--- src/include/spcfg_map.svh ---
// register offsets, field positions, reset values for the serial port config bank
// assumes an 8-bit register address and 8-bit data from the two-wire port logic
`ifndef SPCFG_MAP_SVH
`define SPCFG_MAP_SVH
`define SPCFG_ADDR_PORT_CFG    8'h00
`define SPCFG_ADDR_DIE_REV     8'h02
`define SPCFG_ADDR_VARIANT     8'h03
`define SPCFG_ADDR_RB_SEL      8'h04
`define SPCFG_ADDR_TAG_LOW     8'h05
`define SPCFG_ADDR_TAG_HIGH    8'h06
`define SPCFG_BIT_SOFT_RESET   5
`define SPCFG_BIT_RB_ACTIVE    0
`define SPCFG_RST_PORT_CFG     8'h00
`define SPCFG_RST_RB_SEL       8'h00
`define SPCFG_RST_TAG          8'h00
`endif

--- src/include/spcfg_pkg.sv ---
// types for the serial port config bank
// assumes nothing beyond the map header
package spcfg_pkg;
    typedef enum logic [2:0] {
        SPCFG_IDLE   = 3'b001,
        SPCFG_ARMED  = 3'b010,
        SPCFG_WAIT   = 3'b100
    } spcfg_sr_state_t;
endpackage

--- src/spcfg_regs.sv ---
// serial port configuration and identification registers, two-wire mode
// assumes the two-wire slave logic on clk_sys presents decoded register
// writes, reads and an end-of-write-transaction pulse; scl comes from the pin
`timescale 1ns/1ns
`include "spcfg_map.svh"
module spcfg_regs #(
    parameter logic [7:0] DIE_REVISION = 8'h01, // arbitrary value
    parameter logic [7:0] VARIANT_CODE = 8'h5a  // arbitrary value
) (
    input  wire logic       clk_sys,
    input  wire logic       rst_b,
    input  wire logic       scl_pin,
    input  wire logic       wr_en,
    input  wire logic [7:0] wr_addr,
    input  wire logic [7:0] wr_data,
    input  wire logic       wr_done,
    input  wire logic       rd_en,
    input  wire logic [7:0] rd_addr,
    input  wire logic [7:0] active_rd_data,
    output logic      [7:0] rd_data,
    output logic            readback_active,
    output logic            soft_reset
);
    localparam logic [7:0] CFG_RESET = `SPCFG_RST_PORT_CFG;
    localparam logic [7:0] SEL_RESET = `SPCFG_RST_RB_SEL;
    localparam logic [7:0] TAG_RESET = `SPCFG_RST_TAG;

    logic [2:0]                 scl_sync;
    logic                       scl_rise;
    logic                       wr_cfg;
    logic                       wr_sel;
    logic                       wr_tag_low;
    logic                       wr_tag_high;
    logic                       sr_request;
    logic                       sr_clear;
    logic                       defaults_load;
    logic                       soft_reset_bit;
    logic [7:0]                 rb_sel;
    logic [7:0]                 tag_low;
    logic [7:0]                 tag_high;
    spcfg_pkg::spcfg_sr_state_t sr_state;
    logic [7:0]                 buf_data;
    logic                       use_active;

    // a decoded write that lands on one register
    function automatic logic wr_hits(
        input logic       en,
        input logic [7:0] addr,
        input logic [7:0] target
    );
        wr_hits = en && (addr == target);
    endfunction

    // register zero image: low nibble is the high nibble in reversed bit order
    function automatic logic [7:0] cfg_image(
        input logic [3:0] upper
    );
        cfg_image = {upper, upper[0], upper[1], upper[2], upper[3]};
    endfunction

    // two-flop sync, third stage keeps the last level for the edge
    // reset to the released high level so no false rise follows reset
    always_ff @(posedge clk_sys)
    begin
        if (!rst_b)
        begin
            scl_sync <= 3'h7;
        end
        else
        begin
            scl_sync <= {scl_sync[1:0], scl_pin};
        end
    end

    assign scl_rise    = scl_sync[1] & ~scl_sync[2];
    assign wr_cfg      = wr_hits(wr_en, wr_addr, `SPCFG_ADDR_PORT_CFG);
    assign wr_sel      = wr_hits(wr_en, wr_addr, `SPCFG_ADDR_RB_SEL);
    assign wr_tag_low  = wr_hits(wr_en, wr_addr, `SPCFG_ADDR_TAG_LOW);
    assign wr_tag_high = wr_hits(wr_en, wr_addr, `SPCFG_ADDR_TAG_HIGH);
    // revision and variant addresses get no write strobe at all

    // only bit 5 is looked at; 7:6, 4 and the bit 6 order select have no storage
    assign sr_request    = wr_cfg && wr_data[`SPCFG_BIT_SOFT_RESET];
    assign sr_clear      = (sr_state == spcfg_pkg::SPCFG_WAIT) && scl_rise;
    assign defaults_load = !rst_b || soft_reset_bit;

    // arming waits for the stop so the clear cannot hit the same transaction
    // a transaction cut before its stop keeps the bank in soft reset until one
    always_ff @(posedge clk_sys)
    begin
        if (!rst_b)
        begin
            sr_state <= spcfg_pkg::SPCFG_IDLE;
        end
        else
        begin
            unique case (sr_state)
                spcfg_pkg::SPCFG_IDLE:
                begin
                    if (sr_request)
                        sr_state <= spcfg_pkg::SPCFG_ARMED;
                end
                spcfg_pkg::SPCFG_ARMED:
                begin
                    if (wr_done)
                        sr_state <= spcfg_pkg::SPCFG_WAIT;
                end
                spcfg_pkg::SPCFG_WAIT:
                begin
                    // a fresh request wins over the clearing edge
                    if (sr_request)
                        sr_state <= spcfg_pkg::SPCFG_ARMED;
                    else if (scl_rise)
                        sr_state <= spcfg_pkg::SPCFG_IDLE;
                end
                default:
                    sr_state <= spcfg_pkg::SPCFG_IDLE;
            endcase
        end
    end

    // set wins over the clear when both land in one cycle
    always_ff @(posedge clk_sys)
    begin
        if (!rst_b)
        begin
            soft_reset_bit <= CFG_RESET[`SPCFG_BIT_SOFT_RESET];
        end
        else if (sr_request)
        begin
            soft_reset_bit <= 1'b1;
        end
        else if (sr_clear || sr_state == spcfg_pkg::SPCFG_IDLE)
        begin
            soft_reset_bit <= 1'b0;
        end
    end

    // soft reset holds the writable registers at defaults while it stands
    always_ff @(posedge clk_sys)
    begin
        if (defaults_load)
        begin
            rb_sel <= SEL_RESET;
        end
        else if (wr_sel)
        begin
            rb_sel <= {7'h00, wr_data[`SPCFG_BIT_RB_ACTIVE]};
        end
    end

    // the two tag bytes are independent; no staging between them
    always_ff @(posedge clk_sys)
    begin
        if (defaults_load)
        begin
            tag_low <= TAG_RESET;
        end
        else if (wr_tag_low)
        begin
            tag_low <= wr_data;
        end
    end

    always_ff @(posedge clk_sys)
    begin
        if (defaults_load)
        begin
            tag_high <= TAG_RESET;
        end
        else if (wr_tag_high)
        begin
            tag_high <= wr_data;
        end
    end

    // tag bytes feed only this mux, nothing else reads them
    always_comb
    begin
        unique case (rd_addr)
            `SPCFG_ADDR_PORT_CFG:
                buf_data = cfg_image({2'b00, soft_reset_bit, 1'b0});
            `SPCFG_ADDR_DIE_REV:  buf_data = DIE_REVISION;
            `SPCFG_ADDR_VARIANT:  buf_data = VARIANT_CODE;
            `SPCFG_ADDR_RB_SEL:   buf_data = rb_sel;
            `SPCFG_ADDR_TAG_LOW:  buf_data = tag_low;
            `SPCFG_ADDR_TAG_HIGH: buf_data = tag_high;
            default:              buf_data = 8'h00;
        endcase
    end

    // ids and the select itself always read from here; higher addresses may not
    assign use_active = rb_sel[`SPCFG_BIT_RB_ACTIVE]
                        && (rd_addr > `SPCFG_ADDR_TAG_HIGH);

    // registered answer, held until the next read request
    always_ff @(posedge clk_sys)
    begin
        if (!rst_b)
        begin
            rd_data <= 8'h00;
        end
        else if (rd_en && use_active)
        begin
            rd_data <= active_rd_data;
        end
        else if (rd_en)
        begin
            rd_data <= buf_data;
        end
    end

    assign readback_active = rb_sel[`SPCFG_BIT_RB_ACTIVE];
    assign soft_reset      = soft_reset_bit;
endmodule // spcfg_regs

--- config.mk ---
export PLATFORM = sky130hd
export DESIGN_NAME = spcfg_regs
export DESIGN_NICKNAME = d
export VERILOG_FILES = /design/src/include/spcfg_pkg.sv /design/src/spcfg_regs.sv
export VERILOG_INCLUDE_DIRS = /design/src /design/src/include
export SDC_FILE = /design/constraint.sdc
export NUM_CORES = 1
export LEC_CHECK = 0
export CAP_MARGIN = 40
export CORE_UTILIZATION = 55
export CTS_CLUSTER_DIAMETER = 50
export DETAILED_ROUTE_END_ITERATION = 12
export DONT_BUFFER_PORTS = 1
export GPL_TIMING_DRIVEN = 0
export PLACE_DENSITY = 0.71
export SYNTH_ARGS = -nofsm -noshare
export SYNTH_HDL_FRONTEND = slang
export SYNTH_SLANG_ARGS = --single-unit
--- constraint.sdc ---
create_clock -name clk_sys -period 1.55 [get_ports clk_sys]
set_input_delay 0.155 -clock clk_sys [delete_from_list [all_inputs] [get_ports clk_sys]]
set_output_delay 0.155 -clock clk_sys [all_outputs]
set_load 0.03 [all_outputs]
==> flow_metrics.py <==
metrics = {
    "critical_path": {
        "rr_startpoint": "soft_reset",
        "worstPathCellList": "nand2b_2 -> clkbuf_2 -> nor2_1",
        "r2r.worst_path.cells": 3,
        "critPathMaxStageDelay_ns": 0.57,
        "rr_endpoint": "tag_low[1]",
        "critPathRequiredTime_ns": 1.77,
        "path_max_fanout": 10,
        "cp-start-kind": "flop",
        "critPathSlowestCell": "dfxtp_1",
        "cp-end-kind": "flop",
        "startpoint": "soft_reset",
        "worstPathArrival_ns": 1.54,
        "crit_end": "tag_low[1]",
        "path_class": "flop to flop",
        "reg2reg_slack_ns": 0.23,
    },
    "floorplan": {
        "start_util_pct": 59.29,
        "die_width_um": 54.38,
        "rows": 18,
        "io-pin-count": 48,
        "coreArea_mm2": 0.002545,
        "die_area_mm2": 0.002957,
        "dieHeight_um": 54.38,
    },
    "global_routing": {
        "grt_pass1_vias": 1172,
        "grt_usage_pct": 25.07,
        "grt_pass1_wl_mm": 5.071,
        "antenna_found_initial": 0,
        "grt_overflow": 0,
        "grt_max_degree": 11,
    },
    "power_and_ir_drop": {
        "switching_share_pct": 24.18,
        "p_clk_share_pct": 33.1,
        "p_sw_w": 0.0003554,
        "intPower_w": 0.001114,
        "p_leak_nw": 0.6874,
        "power_w": 0.001470,
        "p_per_area_mw_per_mm2": 821.5,
        "ir_worst_vdd_v": 0.0006981,
        "p_comb_share_pct": 8.1,
        "pwr-share-seq_pct": 58.7,
    },
    "yosys": {
        "synth.top_cells.by_area": "dfxtp_1, mux2i_1, nor2_1, o21ai_0, a31oi_1",
        "synth_top_cell_by_area": "dfxtp_1",
        "synth.distinct_cells": 32,
        "syn_area_mm2": 0.001509,
        "yosysTopAreaCellShare_pct": 42.45,
        "avgSynthCellArea_um2": 8.929,
        "netlist_instances": 169,
        "ys_ff_latch": 32,
        "yosysSeqAreaShare_pct": 42.45,
        "synth.net_count": 207,
        "ys_warn_count": 0,
    },
    "sta": {
        "maxSlewHeadroom_pct": 70.59,
        "layout_min_cycle_time_ns": 1.321,
        "setup_viol": 0,
        "fmax_mhz": 757.3,
        "skew_ns": 0.003626,
        "hold_violations": 0,
        "fin_crit_sh_pct": 85.20,
        "tightest_slew_ns": 0.4397,
        "setup_tns_ns": 0,
        "drv_slew": 0,
        "grt_setup_unrepaired": "false",
    },
    "route": {
        "vias_per_cell": 5.866,
        "drc": 0,
        "drtAntennaViolNets": 0,
        "firstDrtPassIters": 4,
        "vias": 1314,
        "drt_wl_total_mm": 3.344,
        "detail_route.wl_per_cell_um": 14.93,
        "drt_iter0_markers": 25,
    },
    "placement": {
        "place_congestion": 0.7496,
        "dp.cells": 199,
        "port-buffer-count": 0,
        "place_area_mm2": 0.001546,
        "dp_hpwl_mm": 2.455,
    },
    "clock_tree": {
        "cts-htree-levels": 2,
        "clk_latency_ns": 0.33,
        "cts_root_buf": "clkbuf_4",
        "cts_tree": "built",
        "clk_path_buf_depth": 2,
        "path_clk_slew_ns": 0.09,
        "numCtsBuffers": 5,
        "cts.sinks": 32,
    },
    "finish": {
        "area_growth_pct": 18.57,
        "fin_nets": 231,
        "layout.cells.non_filler": 224,
        "insertedDiodeCount": 0,
        "final_util_pct": 70.30,
        "fill_cells": 217,
        "drive_gt1_share_pct": 8.763,
        "finalInstanceArea_mm2": 0.001789,
    },
    "hold_path": {
        "whs_path_depth": 2,
        "min_path_type": "primary input to flop",
    },
    "outcome": {
        "status": "finished, final reports clean",
    },
    "flow_run": {
        "cap_violations": 0,
    },
}
-- critical path, delay by kind of cell (launching register included) --
| kind | cells | cell delay (ns) |
|---|---|---|
| AND/OR/NAND/NOR | 2 | 0.39 |
| buffers and inverters | 1 | 0.26 |
| flip-flops | 1 | 0.57 |
-- per-layer routing --
layer / vias up / GRT usage [%] / wire length, um
li1: 657 / - / -
met1: 607 / 29.37 / 1449
met2: 39 / 39.84 / 1586
met3: 11 / 7.500 / 226
met4: 0 / 15.38 / 81
met5: - / 0 / 0
-- area by class of cell --
type                    count  area (um^2)  area share [%]
repair buffers             18        180.2           10.07
flip-flops and latches     32        641.9           35.87
clock inverters             2        10.01          0.5594
inverters                   3        11.26          0.6294
multi-input cells         127        824.5           46.08
well taps                  30        37.54           2.098
clock buffers               6        51.30           2.867
plain buffers               6        32.53           1.818
-- what timing repair did --
item | 4_1_cts | 5_1_grt
setup buffers | 0 | 0
hold buffers | 18 | 0
hold endpoints to repair | 28 | 0
resized for setup | 1 | 2
cloned | 0 | 0
endpoints found under the setup margin | 10 | 12
-- logic make-up (layout without fill, tap and decap cells) --
family | after synthesis | in the layout | synth area share [%]
muxes | 17 | 17 | 11.28
DFF | 32 | 32 | 42.45
buffers and inverters | 10 | 35 | 3.068
and+or+nand+nor | 72 | 72 | 26.87
AOI/OAI and AO/OA | 38 | 38 | 16.34
-- cells in the final DEF (no fill, tap or decap), types with 3 or more instances in the layout --
master,instances
nor2b_1,8
nand3_1,10
inv_1,3
nor3b_1,4
a31oi_1,9
nand2_1,9
mux2i_1,17
dlygate4sd3_1,18
a22o_1,3
o21a_1,3
clkbuf_1,3
a21oi_1,4
clkbuf_4,5
nand2b_1,5
dfxtp_1,31
o21ai_0,12
nor2_1,23
-- cells in the mapped netlist --
master,n
nand2_1,9
mux2i_1,17
nand3b_1,2
a21boi_0,2
nor3_2,1
o31ai_1,1
clkbuf_1,5
dfxtp_1,32
a31oi_2,1
o31a_1,1
nor4b_1,2
nor3b_1,4
nor4b_4,1
nor2b_1,8
and2_1,1
a221oi_1,1
buf_2,1
a21oi_1,4
a31oi_1,9
nand2b_1,6
and3_1,2
o21ai_0,12
nand4_2,1
nor4bb_1,1
a41oi_1,1
and4b_1,1
nor2_1,23
o21a_1,3
inv_1,3
nand3_1,10
buf_6,1
a22o_1,3
-- worst min-delay path by stage --
stage          start          end
5_1_grt        rd_en   rd_data[1]
6_report       rd_en   rd_data[3]
3_5_place_dp   rst_b  scl_sync[0]
4_1_cts        rd_en   rd_data[3]
2_1_floorplan  rst_b  scl_sync[2]
3_3_place_gp   rst_b  scl_sync[0]
-- metrics by stage --
| stage | hold WS, ns | worst slack (ns) |
|---|---|---|
| after floorplan | 0.2280 | 0.1990 |
| after global placement | 0.2309 | -0.09657 |
| after detailed placement | 0.2329 | -0.1139 |
| after CTS | 0.01052 | 0.0009200 |
| after global routing | 0.01217 | 0.1158 |
| final | 0.03163 | 0.2295 |
-- flip-flops by register name, indices dropped and copies added, names as in the netlist --
signal      flops
tag_high        8
scl_sync        3
rd_data         8
rb_sel          1
soft_reset      1
tag_low         8
sr_state        3
-- power by group through the flow --
stage | Sequential, W | Clock, W | Combinational [W]
final | 0.000863 | 0.000487 | 0.000120
after global routing | 0.000865 | 0.000545 | 0.000133
after CTS | 0.000863 | 0.000506 | 0.000119
after detailed placement | 0.000883 | 0 | 0.0000773
after global placement | 0.000882 | 0 | 0.0000753
after floorplan | 0.000880 | 0 | 0.0000640
No activity file was read; power rests on OpenSTA's default activity.
